===== src/verilog/an_page_pkg.sv =====
package an_page_pkg;
  // Register port widths
  localparam int ADDR_W = 8;
  localparam int DATA_W = 32;
  localparam int PAGE_W = 48;
  localparam int TECH_W = 25;
  // Word offsets of the bank
  localparam logic [7:0] OFS_LOCAL_NP_LOW = 8'hC5;
  localparam logic [7:0] OFS_LOCAL_NP_HIGH = 8'hC6;
  localparam logic [7:0] OFS_PARTNER_BASE_LOW = 8'hC7;
  localparam logic [7:0] OFS_PARTNER_BASE_HIGH = 8'hC8;
  localparam logic [7:0] OFS_PARTNER_NP_LOW = 8'hC9;
  localparam logic [7:0] OFS_PARTNER_NP_HIGH = 8'hCA;
  localparam logic [7:0] OFS_PARTNER_ADV = 8'hCB;
  localparam logic [7:0] OFS_TRAIN_CTRL = 8'hD0;
  // Next page low flag positions
  localparam int NP_TOGGLE_BIT = 11;
  localparam int NP_ACK2_BIT = 12;
  localparam int NP_MSG_BIT = 13;
  localparam int NP_ACK_BIT = 14;
  localparam int NP_NEXT_BIT = 15;
  // Page bit positions inside a 48-bit codeword
  localparam int PAGE_LOW_MSB = 15;
  localparam int PAGE_HIGH_LSB = 16;
  localparam int PAGE_HIGH_MSB = 47;
  localparam int PAGE_BASE_HIGH_MSB = 45;
  localparam int CODE_PAUSE_LSB = 10;
  localparam int CODE_PAUSE_MSB = 12;
  localparam int CODE_RF_BIT = 13;
  localparam int CODE_TECH_LSB = 21;
  localparam int CODE_FEC_LSB = 46;
  // Partner ability register layout
  localparam int ADV_TECH_LSB = 0;
  localparam int ADV_FEC_LSB = 25;
  localparam int ADV_RF_BIT = 27;
  localparam int ADV_PAUSE_LSB = 28;
  // Technology ability bits the local PHY can run
  localparam int TECH_KX = 0;
  localparam int TECH_KR = 2;
  localparam logic [24:0] TECH_SUPPORTED = 25'h0000005;
  // Training control bits
  localparam int TRN_ENABLE_BIT = 0;
  localparam int TRN_NO_MAX_WAIT_BIT = 1;
  localparam int TRN_FAST_BIT = 2;
  localparam int TRN_MULTI_MIN_BIT = 3;
  localparam logic [3:0] TRAIN_CTRL_RESET = 4'h9;
  // Reset values of the page registers
  localparam logic [15:0] LOCAL_NP_LOW_RESET = 16'h0000;
  localparam logic [31:0] LOCAL_NP_HIGH_RESET = 32'h00000000;
  localparam logic [31:0] PARTNER_RESET = 32'h00000000;
endpackage


===== src/verilog/partner_pages_if.sv =====
`timescale 1ns/1ps
interface partner_pages_if;
  // Captured partner pages; a base page updates base and ability words, a next page the next page words
  logic [15:0] base_low;
  logic [31:0] base_high;
  logic [15:0] np_low;
  logic [31:0] np_high;
  logic [31:0] adv;
  logic page_loaded;
  modport src (
    output base_low, base_high, np_low, np_high, adv, page_loaded
  );
  modport dst (
    input base_low, base_high, np_low, np_high, adv, page_loaded
  );
endinterface


===== src/verilog/partner_page_capture.sv =====
`timescale 1ns/1ps
module partner_page_capture (
  // Clock and reset
  input wire logic core_clk,
  input wire logic rst_n,
  // Page handed over by the receive state machine
  input wire logic rx_page_valid,
  input wire logic rx_page_base,
  input wire logic [an_page_pkg::PAGE_W-1:0] rx_page,
  // Captured pages
  partner_pages_if.src pages
);
  import an_page_pkg::*;

  logic [15:0] base_low, next_base_low;
  logic [31:0] base_high, next_base_high;
  logic [15:0] np_low, next_np_low;
  logic [31:0] np_high, next_np_high;
  logic [31:0] adv, next_adv;
  logic loaded, next_loaded;

  // Whole page is taken in one cycle, never field by field
  always_comb begin
    next_base_low = base_low;
    next_base_high = base_high;
    next_np_low = np_low;
    next_np_high = np_high;
    next_adv = adv;
    next_loaded = rx_page_valid;
    if (rx_page_valid && rx_page_base) begin
      next_base_low = rx_page[PAGE_LOW_MSB:0];
      next_base_high = {2'h0, rx_page[PAGE_BASE_HIGH_MSB:PAGE_HIGH_LSB]};
      next_adv = {1'h0, rx_page[CODE_PAUSE_MSB:CODE_PAUSE_LSB],
                  rx_page[CODE_RF_BIT],
                  rx_page[PAGE_HIGH_MSB:CODE_FEC_LSB],
                  rx_page[PAGE_BASE_HIGH_MSB:CODE_TECH_LSB]};
    end else if (rx_page_valid) begin
      next_np_low = rx_page[PAGE_LOW_MSB:0];
      next_np_high = rx_page[PAGE_HIGH_MSB:PAGE_HIGH_LSB];
    end
  end

  // Capture registers
  always_ff @(posedge core_clk) begin
    if (!rst_n) begin
      base_low <= PARTNER_RESET[15:0];
      base_high <= PARTNER_RESET;
      np_low <= PARTNER_RESET[15:0];
      np_high <= PARTNER_RESET;
      adv <= PARTNER_RESET;
      loaded <= 1'b0;
    end else begin
      base_low <= next_base_low;
      base_high <= next_base_high;
      np_low <= next_np_low;
      np_high <= next_np_high;
      adv <= next_adv;
      loaded <= next_loaded;
    end
  end

  assign pages.base_low = base_low;
  assign pages.base_high = base_high;
  assign pages.np_low = np_low;
  assign pages.np_high = np_high;
  assign pages.adv = adv;
  assign pages.page_loaded = loaded;
endmodule // partner_page_capture


===== src/verilog/local_next_page.sv =====
`timescale 1ns/1ps
module local_next_page (
  // Clock and reset
  input wire logic core_clk,
  input wire logic rst_n,
  // Register writes
  input wire logic wr_low,
  input wire logic wr_high,
  input wire logic [31:0] wdata,
  // Stored values
  output logic [15:0] np_low,
  output logic [31:0] np_high
);
  import an_page_pkg::*;

  logic [15:0] next_np_low;
  logic [31:0] next_np_high;

  // Software is the only writer; the transmit side only reads
  always_comb begin
    next_np_low = np_low;
    next_np_high = np_high;
    if (wr_low) begin
      next_np_low = wdata[15:0];
    end
    if (wr_high) begin
      next_np_high = wdata;
    end
  end

  // Page storage
  always_ff @(posedge core_clk) begin
    if (!rst_n) begin
      np_low <= LOCAL_NP_LOW_RESET;
      np_high <= LOCAL_NP_HIGH_RESET;
    end else begin
      np_low <= next_np_low;
      np_high <= next_np_high;
    end
  end
endmodule // local_next_page


===== src/verilog/an_page_link_training_regs.sv =====
`timescale 1ns/1ps
module an_page_link_training_regs (
  // Clock and reset
  input wire logic core_clk,
  input wire logic rst_n,
  // Register port
  input wire logic [an_page_pkg::ADDR_W-1:0] reg_addr,
  input wire logic [an_page_pkg::DATA_W-1:0] reg_wdata,
  input wire logic reg_wr,
  input wire logic reg_rd,
  output logic [an_page_pkg::DATA_W-1:0] reg_rdata,
  // Transmit state machine
  input wire logic next_page_ctrl,
  output logic tx_np_select,
  output logic [an_page_pkg::PAGE_W-1:0] tx_np_page,
  // Receive state machine
  input wire logic rx_page_valid,
  input wire logic rx_page_base,
  input wire logic [an_page_pkg::PAGE_W-1:0] rx_page,
  // Ability resolution
  output logic [an_page_pkg::TECH_W-1:0] common_tech,
  // Training control
  output logic training_enable,
  output logic max_wait_disable,
  output logic fast_search,
  output logic multi_min_search
);
  import an_page_pkg::*;

  // One address compare used by both write and read decode
  function automatic logic hit(
    input logic [ADDR_W-1:0] addr,
    input logic [7:0] ofs
  );
    hit = (addr == ofs);
  endfunction

  logic [15:0] local_np_low;
  logic [31:0] local_np_high;
  logic [3:0] train_ctrl, next_train_ctrl;
  logic [DATA_W-1:0] next_rdata;
  logic [TECH_W-1:0] next_common_tech;
  logic [PAGE_W-1:0] next_tx_page;
  logic [PAGE_W-1:0] tx_page;
  logic tx_sel, next_tx_sel;
  logic [TECH_W-1:0] tech_reg;
  logic wr_np_low;
  logic wr_np_high;
  logic wr_train;

  partner_pages_if pages ();

  // Write decode; reads of RO offsets have no side effect
  // A write aimed at a read-only offset matches no decode and is lost
  assign wr_np_low = reg_wr && hit(reg_addr, OFS_LOCAL_NP_LOW);
  assign wr_np_high = reg_wr && hit(reg_addr, OFS_LOCAL_NP_HIGH);
  assign wr_train = reg_wr && hit(reg_addr, OFS_TRAIN_CTRL);

  // Local next page storage
  local_next_page u_local_np (
    .core_clk (core_clk),
    .rst_n (rst_n),
    .wr_low (wr_np_low),
    .wr_high (wr_np_high),
    .wdata (reg_wdata),
    .np_low (local_np_low),
    .np_high (local_np_high)
  );

  // Partner page capture
  partner_page_capture u_capture (
    .core_clk (core_clk),
    .rst_n (rst_n),
    .rx_page_valid (rx_page_valid),
    .rx_page_base (rx_page_base),
    .rx_page (rx_page),
    .pages (pages.src)
  );

  // Outgoing next page; bits 48 and 49 are left to the transmitter
  // so the random bit can never be forced by software
  always_comb begin
    next_tx_sel = next_page_ctrl;
    next_tx_page = tx_page;
    if (next_page_ctrl) begin
      next_tx_page = {local_np_high, local_np_low};
    end
  end

  // Training control bits
  // Bits 31:4 of a write are dropped, so they always read back as zero
  always_comb begin
    next_train_ctrl = train_ctrl;
    if (wr_train) begin
      next_train_ctrl = reg_wdata[3:0];
    end
  end

  // Partner technologies that both sides can run
  // Registered, so the result lags the ability register by one cycle
  always_comb begin
    next_common_tech = pages.adv[TECH_W-1:0] & TECH_SUPPORTED;
  end

  // Read mux; unmapped offsets and reserved bits read zero
  // Zero outside a read cycle, so a stale word is never left on the bus
  always_comb begin
    next_rdata = '0;
    if (reg_rd) begin
      case (1'b1)
        hit(reg_addr, OFS_LOCAL_NP_LOW): begin
          next_rdata = {16'h0000, local_np_low};
        end
        hit(reg_addr, OFS_LOCAL_NP_HIGH): begin
          next_rdata = local_np_high;
        end
        hit(reg_addr, OFS_PARTNER_BASE_LOW): begin
          next_rdata = {16'h0000, pages.base_low};
        end
        hit(reg_addr, OFS_PARTNER_BASE_HIGH): begin
          next_rdata = pages.base_high;
        end
        hit(reg_addr, OFS_PARTNER_NP_LOW): begin
          next_rdata = {16'h0000, pages.np_low};
        end
        hit(reg_addr, OFS_PARTNER_NP_HIGH): begin
          next_rdata = pages.np_high;
        end
        hit(reg_addr, OFS_PARTNER_ADV): begin
          next_rdata = pages.adv;
        end
        hit(reg_addr, OFS_TRAIN_CTRL): begin
          next_rdata = {28'h0000000, train_ctrl};
        end
        default: begin
          next_rdata = '0;
        end
      endcase
    end
  end

  // Registered state of this level
  always_ff @(posedge core_clk) begin
    if (!rst_n) begin
      train_ctrl <= TRAIN_CTRL_RESET;
      reg_rdata <= '0;
      tx_page <= '0;
      tx_sel <= 1'b0;
      tech_reg <= '0;
    end else begin
      train_ctrl <= next_train_ctrl;
      reg_rdata <= next_rdata;
      tx_page <= next_tx_page;
      tx_sel <= next_tx_sel;
      tech_reg <= next_common_tech;
    end
  end

  // Outputs straight from flip-flops
  assign tx_np_select = tx_sel;
  assign tx_np_page = tx_page;
  assign common_tech = tech_reg;
  assign training_enable = train_ctrl[TRN_ENABLE_BIT];
  assign max_wait_disable = train_ctrl[TRN_NO_MAX_WAIT_BIT];
  assign fast_search = train_ctrl[TRN_FAST_BIT];
  assign multi_min_search = train_ctrl[TRN_MULTI_MIN_BIT];
endmodule // an_page_link_training_regs


===== config.mk =====
export PLATFORM = sky130hd
export DESIGN_NAME = an_page_link_training_regs
export DESIGN_NICKNAME = d
export VERILOG_FILES = /design/src/verilog/an_page_pkg.sv /design/src/verilog/partner_pages_if.sv /design/src/verilog/partner_page_capture.sv /design/src/verilog/local_next_page.sv /design/src/verilog/an_page_link_training_regs.sv
export SDC_FILE = /design/constraint.sdc
export NUM_CORES = 1
export LEC_CHECK = 0
export BUFFER_PORTS_ARGS = -buffer_cell sky130_fd_sc_hd__buf_2
export CAP_MARGIN = 20
export CORE_MARGIN = 2
export CORE_UTILIZATION = 24
export DETAILED_ROUTE_END_ITERATION = 8
export GPL_ROUTABILITY_DRIVEN = 0
export HOLD_SLACK_MARGIN = 0.02
export PLACE_DENSITY = 0.51
export SYNTH_ARGS = -nofsm -noshare
export SYNTH_HDL_FRONTEND = slang
export SYNTH_SLANG_ARGS = --single-unit

===== constraint.sdc =====
create_clock -name core_clk -period 1.4 [get_ports core_clk]
set_input_delay 0 -clock core_clk [delete_from_list [all_inputs] [get_ports core_clk]]
set_output_delay 0 -clock core_clk [all_outputs]
set_load 0.1 [all_outputs]

Yosys cells after proc, flatten, opt, wreduce, memory -nomap -nowiden --
Index checks and enable logic that the tools add are counted.
Word-level totals: register bits after elaboration 283, output and inout bits 110, word-level logic and storage cells 40
Operators by class: eq/ne operators 8, multiplexer cells 8, bitwise gates (word level) 3, reduce and logical (&&, ||, !) cells 7
Operators with widths (count):
- $mux W32 | 5
- $eq A8 B8 Y1 const B | 8
- $mux W31 | 1
- $mux W16 | 1
- $logic_and A1 B1 Y1 | 4
- $mux W4 | 1
- $reduce_and A2 Y1 | 2
- $not A1 Y1 | 3
- $reduce_or A3 Y1 | 1

Logic depth before layout (Yosys ltp) --
Gate-level depths: netlist of run 1.
depth in word-level cells 9, mapped depth 7, mapped depth without buffers 4

Hierarchy --
Synthesis of run 1 repeated with hierarchy kept, for this count alone.
Unflattened totals: cells, all modules 1013, area total of the unflattened synthesis 10286.1 sq um
Modules (own cells, without submodules):
- an_page_link_training_regs | instances 1, cells each 457, area an instance 4516.8 sq um, sequential area each 1741.7 sq um
- partner_page_capture | instances 1, cells each 401, area an instance 3902.5 sq um, sequential area each 1941.9 sq um
- local_next_page | instances 1, cells each 155, area an instance 1866.8 sq um, sequential area each 960.9 sq um

Least setup slack after synthesis of run 1 --
OpenSTA, ideal clock, no wires.
kind register -> register, start point register train_ctrl[0], end point register reg_rdata[0] (netlist name), setup time 0.075 ns, arrival 1.396 ns, data required time 1.325 ns, path slack -0.071 ns, stages on the path, launching flop included 4, path buffers 0, path through dfxtp_1 -> nand4_1 -> and3b_1 -> o22ai_1
On the way: cells in the longest elaborated chain, start to end 8
RTL lines:
- from (decl) | line an_page_link_training_regs.sv:40 | logic [3:0] train_ctrl, next_train_ctrl;
- from (signal assigned) | line an_page_link_training_regs.sv:151 | train_ctrl <= next_train_ctrl;
- $mux W4 | line an_page_link_training_regs.sv:110 | case (1'b1)
- $mux W31 | line an_page_link_training_regs.sv:110
- $mux W32 (5 in a row) | line an_page_link_training_regs.sv:110
- $mux W16 | line an_page_link_training_regs.sv:110
- to (signal assigned) | line an_page_link_training_regs.sv:152 | reg_rdata <= next_rdata;
- to (decl) | line an_page_link_training_regs.sv:11 | output logic [an_page_pkg::DATA_W-1:0] reg_rdata,
Every way passes these cells. A chain may end at the register's enable or synchronous reset.

Worst setup path after layout of run 1 --
start point register reg_rdata[2] (netlist name), end point output port reg_rdata[2] (netlist name)
No word-level cell between the ends.

==> qor.csv, run 1 <==
metric,value,unit
highest-delay cell along the critical path,buf_2,
drc violations,0,
launch point of the worst reg-to-reg path,u_capture.pages.adv[12]$_SDFFE_PN0P_,
Via density,4.408,
Worst setup SP type,flip-flop,
final core occ,32.80,%
Synth area leaders,"dfxtp_1, nand2_1, mux2i_1",
post-synth top area cell,dfxtp_1,
max-cap check violation count,0,
PwrDens,1115,nW/um^2
Critical Path RT,1.40,ns
status,completed,
initial core utilization,24.39,%
Post-DRT Antenna Nets,0,
Least-Margin Pin Slew,0.7226,ns
Area Overhead vs Synth,34.47,%
DR pass1 iterations,5,
Final period util,96.93,%
number of global-route vias before repair,8322,
IO Pins,205,
worst r2r path cells,3,
via count,8464,
worst setup margin,0.04299,ns
worst setup path end,reg_rdata[2],
CTS tree,built,
crit path DAT,1.36,ns
fin crit period,1.357,ns
Fin Clk Skew,0.01557,ns
H-tree depth,1,
Setup WS pre-CTS,-0.06680,ns
Placed Cells,1781,
Internal Power,11.23,mW
initial antenna violation count,4,
"Seq/Total Area, Yosys",46.23,%
# fillers,4277,
static leakage power,5.502,nW
1st-iter DRT viols,513,
CP cell instances,buf_2,
FF-to-FF End,reg_rdata[17]$_SDFF_PP0_,
clock share of power,43.8,%
maximum fanout along the worst path,1,
GR peak layer,met2,
Worst-Skew Late Latency,0.54,ns
# clock sinks,231,
die area,43330,sq um
most numerous cell in the Yosys netlist,nand2_1,
Synth Register Bits,231,
Post-DP HPWL,24.17,mm
DP Area,11650,sq um
met3 usage,2.853,%
top_reg_cell synth,dfxtp_1,
clock buffer count from CTS,25,
reg-to-reg setup timing slack,0.06,ns
Pins Over Slew Limit,0,
met2 Usage GRT,24.05,%
WS Path Type,flip-flop to primary output,
core area,41020,sq um
fmax,0.7369,GHz
Synth Warn #,0,
share of layout cells above drive strength 1,22.93,%
WL/cell,17.73,microns
first-pass GRT wire length,50.83,mm
VDD IR-drop max,0.7701,mV
Mapped Area,10000,sq um
"Async S/R FF share, synth",0,%
Worst Hold Class,primary input to flip-flop,
post-synthesis cell count,1100,
Avg Inst Size Synth,9.094,sq um
unrepaired setup endpoints after global routing,no,
CP endpoint kind,primary output,
Worst-path clk slew,0.06,ns
DRT Wirelength,34.05,mm
CTS root buffer,clkbuf_16,
headroom to the max-slew limit,51.83,%
worst path bufs/invs,1,
maximum root-to-sink buffer count,3,
Die X,208.2,microns
P_sw,3.762,mW
number of synthesized flops with an enable pin,0,
"Distinct cells, synth",46,
sequential fraction of design power,45.5,%
synth cell count leaders,"nand2_1, dfxtp_1, a21boi_0",
GRT Total Usage,15.11,%
GR Util met1,20.83,%
setup violation total in the final timing report,0,
max incr delay on CP,0.45,ns
Synth top area share,46.23,%
Post-layout nets,1465,
Critical Path Source,reg_rdata[2]$_SDFF_PN0_,
cell depth of the worst setup path,1,
total gr overflow,0,
switching share of power,25.09,%
final design area excluding fillers,13450,sq um
row count,74,
pin count of the biggest net entering global routing,200,
I/O Buffers,181,
final hold violation count,0,
Worst path top cell family by delay,buffers and inverters,
Comb pwr share,10.7,%
die height,208.2,microns
Final Non-Filler Cells,1920,
overall power,15.00,mW
metal layers:
| layer | share of wire, % | up-vias |
|---|---|---|
| met3 | 5.0 | 46 |
| met1 | 48 | 3991 |
| met4 | 2.1 | 6 |
| li1 | - | 4229 |
| met2 | 45 | 192 |
| met5 | 0.13 | - |
kinds of logic (layout without fill, tap and decap cells):
kind of cell / after synthesis / count (layout) / synth area share, %
AND/OR/NAND/NOR: 430 / 430 / 20.15
flip-flops: 231 / 231 / 46.23
AO/OA/AOI/OAI: 221 / 221 / 16.45
buffers and inverters: 113 / 378 / 6.429
multiplexers: 104 / 104 / 10.71
other: 1 / 24 / 0.03749
registers in the layout (all words and copies together), names as in the netlist:
name	cells
tx_np_page	48
reg_rdata	32
u_capture.pages.np_high	32
u_local_np.np_high	32
u_capture.pages.adv	27
u_capture.pages.base_low	16
u_capture.pages.np_low	16
u_local_np.np_low	16
u_capture.pages.base_high	5
train_ctrl	4
common_tech	2
tx_np_select	1
worst min path at each step:
stage                   from                             endpoint  cells past startpoint
6_report              reg_rd              reg_rdata[3]$_SDFF_PN0_                      4
5_1_grt               reg_rd              reg_rdata[3]$_SDFF_PN0_                      4
4_1_cts          reg_addr[1]             reg_rdata[20]$_SDFF_PP0_                      4
3_5_place_dp   reg_wdata[16]  u_local_np.np_high[16]$_SDFFE_PN0P_                      3
3_3_place_gp   reg_wdata[24]  u_local_np.np_high[24]$_SDFFE_PN0P_                      3
2_1_floorplan   reg_wdata[0]           train_ctrl[0]$_SDFFE_PN1P_                      2
cells in the final DEF (no fill, tap or decap), types with 24 or more instances in the layout:
cell type / synthesis / routed
a21boi_0: 98 / 98
a21boi_1: 30 / 30
a22oi_1: 29 / 29
buf_2: 25 / 171
buf_4: 30 / 45
clkbuf_16: 0 / 27
dfxtp_1: 231 / 226
dlygate4sd3_1: 0 / 90
mux2_2: 24 / 24
mux2i_1: 80 / 80
nand2_1: 279 / 279
nor2b_1: 74 / 73
final cells by class:
cell class                 instances  area, sq um  share of cell area [%]
multi-input combinational        778         4826                   35.88
sequential                       231         4631                   34.42
timing repair buffer             328         2499                   18.57
clock buffer                      35        703.2                   5.227
tap                              532        665.6                   4.948
clock inverter                     9        102.6                  0.7627
inverter                           6        22.52                  0.1674
antenna                            1        2.502                 0.01860
stage by stage:
stage	hold WS (ns)	TNS, ns
finish	0.04323	0
global route	0.04160	0
CTS	-0.02166	0
detailed placement	0.2496	-0.06759
global placement	0.2428	-0.1329
floorplan	0.1250	0
timing repair:
action / CTS / global route
buffers inserted: 0 / 2
gates resized for setup: 5 / 6
hold buffers: 93 / 1
hold endpoints to repair: 150 / 1
pin swaps: 0 / 1
gates cloned: 0 / 2
setup endpoints to repair: 5 / 9
power by group through the flow:
stage / clock (mW) / sequential [mW] / combinational [mW]
2_1_floorplan: 0 / 6.94 / 0.949
5_1_grt: 7.03 / 6.83 / 1.73
3_3_place_gp: 0 / 6.96 / 1.37
6_report: 6.57 / 6.82 / 1.60
4_1_cts: 6.77 / 6.82 / 1.59
3_5_place_dp: 0 / 6.96 / 1.39
Power figures use the tool's default switching activity.
==> run 2, diff against run 1 <==
--- a/config.mk
+++ b/config.mk
@@ -9,6 +9,7 @@
 export CAP_MARGIN = 20
 export CORE_MARGIN = 2
 export CORE_UTILIZATION = 24
+export CTS_BUF_LIST = sky130_fd_sc_hd__clkbuf_2
 export DETAILED_ROUTE_END_ITERATION = 8
 export GPL_ROUTABILITY_DRIVEN = 0
 export HOLD_SLACK_MARGIN = 0.02
==> run 2 against run 1 <==
  * The run now ends with negative setup slack left
  * Global-route usage is 1.4 points higher
  * Final cell count up 11%
  * Critical path depth up 7
  * Hold slack got worse by 0.00071 ns
  * Utilization grew 6.7 points
  * Maximum frequency shrank 17%
  * Setup slack got worse by 0.28 ns
==> qor.csv, run 2 (synthesis gave the netlist of run 1 again) <==
metric,value,unit,change
die height,208.2,microns,unchanged
PwrDens,818.9,nW/um^2,-27%
Worst Hold Class,primary input to flip-flop,,
Fin Clk Skew,0.1164,ns,+0.1009 ns
maximum fanout along the worst path,8,,+7
core area,41020,sq um,unchanged
Worst-path clk slew,0.12,ns,+0.06 ns
worst setup margin,-0.2374,ns,-0.2804 ns
Setup TNS,-10.39,ns,-10.39 ns
initial antenna violation count,7,,+3
Pins Over Slew Limit,0,,unchanged
headroom to the max-slew limit,42.97,%,-8.9 points
CTS tree,built,,
Post-layout nets,1653,,+13%
number of global-route vias before repair,9499,,+14%
H-tree depth,2,,+1
static leakage power,6.431,nW,+17%
Post-DP HPWL,24.17,mm,unchanged
fin crit period,1.637,ns,+0.2804 ns
Critical Path RT,2.15,ns,+0.75 ns
VDD IR-drop max,0.4024,mV,-48%
max reg flops,48,,unchanged
Post-DRT Antenna Nets,0,,unchanged
DRT Wirelength,37.03,mm,+8.8%
Area Overhead vs Synth,62.09,%,
Final period util,117.0,%,+20 points
fmax,0.6107,GHz,-17%
IO Pins,205,,unchanged
drc violations,0,,unchanged
failing checks,negative setup slack,,
Worst-Skew Late Latency,0.98,ns,+0.44 ns
WL/cell,17.43,microns,-1.7%
via count,9413,,+11%
register area,4811,sq um,+3.9%
CP endpoint kind,flip-flop,,
Setup WS pre-CTS,-0.06680,ns,unchanged
# fillers,3992,,-6.7%
GRT Total Usage,16.55,%,+1.4 points
final hold violation count,0,,unchanged
1st-iter DRT viols,384,,-25%
Multi-input gate area,4881,sq um,+1.1%
"most common cell after layout, fill and taps aside",nand2_1,,
pin count of the biggest net entering global routing,200,,unchanged
first-pass GRT wire length,56.01,mm,+10%
initial core utilization,24.39,%,unchanged
total gr overflow,0,,unchanged
# clock sinks,231,,unchanged
status,"complete, but fails checks",,
Worst setup SP type,primary input,,
row count,74,,unchanged
maximum root-to-sink buffer count,3,,unchanged
die area,43330,sq um,unchanged
clock buffer count from CTS,57,,+130%
Least-Margin Pin Slew,0.8527,ns,+0.1301 ns
WS Path Type,primary input to flip-flop,,
final design area excluding fillers,16210,sq um,+21%
DP Area,11650,sq um,unchanged
max-cap check violation count,0,,unchanged
unrepaired setup endpoints after global routing,yes,,
Via density,4.430,,+0.48%
setup violation total in the final timing report,139,,+139
I/O Buffers,181,,unchanged
share of layout cells above drive strength 1,29.43,%,+6.5 points
CTS root buffer,clkbuf_2,,
DR pass1 iterations,5,,unchanged
Die X,208.2,microns,unchanged
"commonest cells after routing, fill and taps aside","nand2_1, dlygate4sd3_1, dfxtp_1, buf_12, a21boi_0",,
crit path DAT,2.39,ns,+1.03 ns
run 2: final cells by class:
| type | count | area share, % |
|---|---|---|
| Multi-Input combinational cell | 778 | 30.10 |
| Sequential cell | 231 | 29.67 |
| Clock inverter | 10 | 0.6096 |
| Antenna cell | 3 | 0.04630 |
| Tap cell | 532 | 4.105 |
| Timing Repair Buffer | 484 | 32.83 |
| Clock buffer | 81 | 2.500 |
| Inverter | 6 | 0.1389 |
run 2: routing by layer:
metal / wire (microns) / vias to the layer above / part of all wire (%) / track usage [%]
met5: 41 / - / 0.11 / 0
met4: 1051 / 6 / 2.8 / 6.128
met3: 1730 / 69 / 4.7 / 3.275
met2: 17190 / 259 / 46 / 26.87
met1: 17010 / 4439 / 46 / 21.73
li1: - / 4640 / - / -
run 2: through the flow:
step	utilization (%)	hold slack, ns	std cells	power, mW
after floorplan	-	0.1250	1122	7.889
after global placement	28.40	0.2428	1781	8.338
after detailed placement	28.40	0.2496	1781	8.349
after CTS	38.90	0.03398	2107	13.46
after global routing	39.53	0.03695	2125	13.96
final	39.53	0.04253	2125	13.28
run 2: power by group:
| part | switching, mW | internal (mW) |
|---|---|---|
| sequential | 0.115 | 6.64 |
| combinational | 0.988 | 0.866 |
| clock | 2.77 | 1.90 |
| total | 3.87 | 9.41 |
run 2: worst paths after layout:
check | start | end | slack (ns) | cells past startpoint
setup reg to reg | u_capture.pages.np_high[1]$_SDFFE_PN0P_ | reg_rdata[1]$_SDFF_PN0_ | 0.06 | 4
setup / recovery | reg_addr[3] | reg_rdata[12]$_SDFF_PN0_ | -0.24 | 8
hold / removal | reg_addr[0] | u_local_np.np_high[28]$_SDFFE_PN0P_ | 0.04 | 7
hold reg to reg | u_capture.pages.np_low[10]$_SDFFE_PN0P_ | u_capture.pages.np_low[10]$_SDFFE_PN0P_ | 0.46 | 2
run 2: what timing repair did:
| action | CTS | global route |
|---|---|---|
| hold buffers | 229 | 10 |
| setup buffers | 6 | 9 |
| endpoints found under the setup margin | 87 | 172 |
| gates cloned | 0 | 2 |
| endpoints found under the hold margin | 231 | 35 |
| gates resized for setup | 453 | 31 |
| pin swaps | 0 | 5 |
run 2: worst max-delay path: stages:
cell	delay, ns
buf_2	0.08
dlygate4sd3_1	0.75
nand2b_4	0.15
nor2_8	0.12
nand2_4	0.05
dlygate4sd3_1	0.71
buf_4	0.20
o32ai_2	0.32
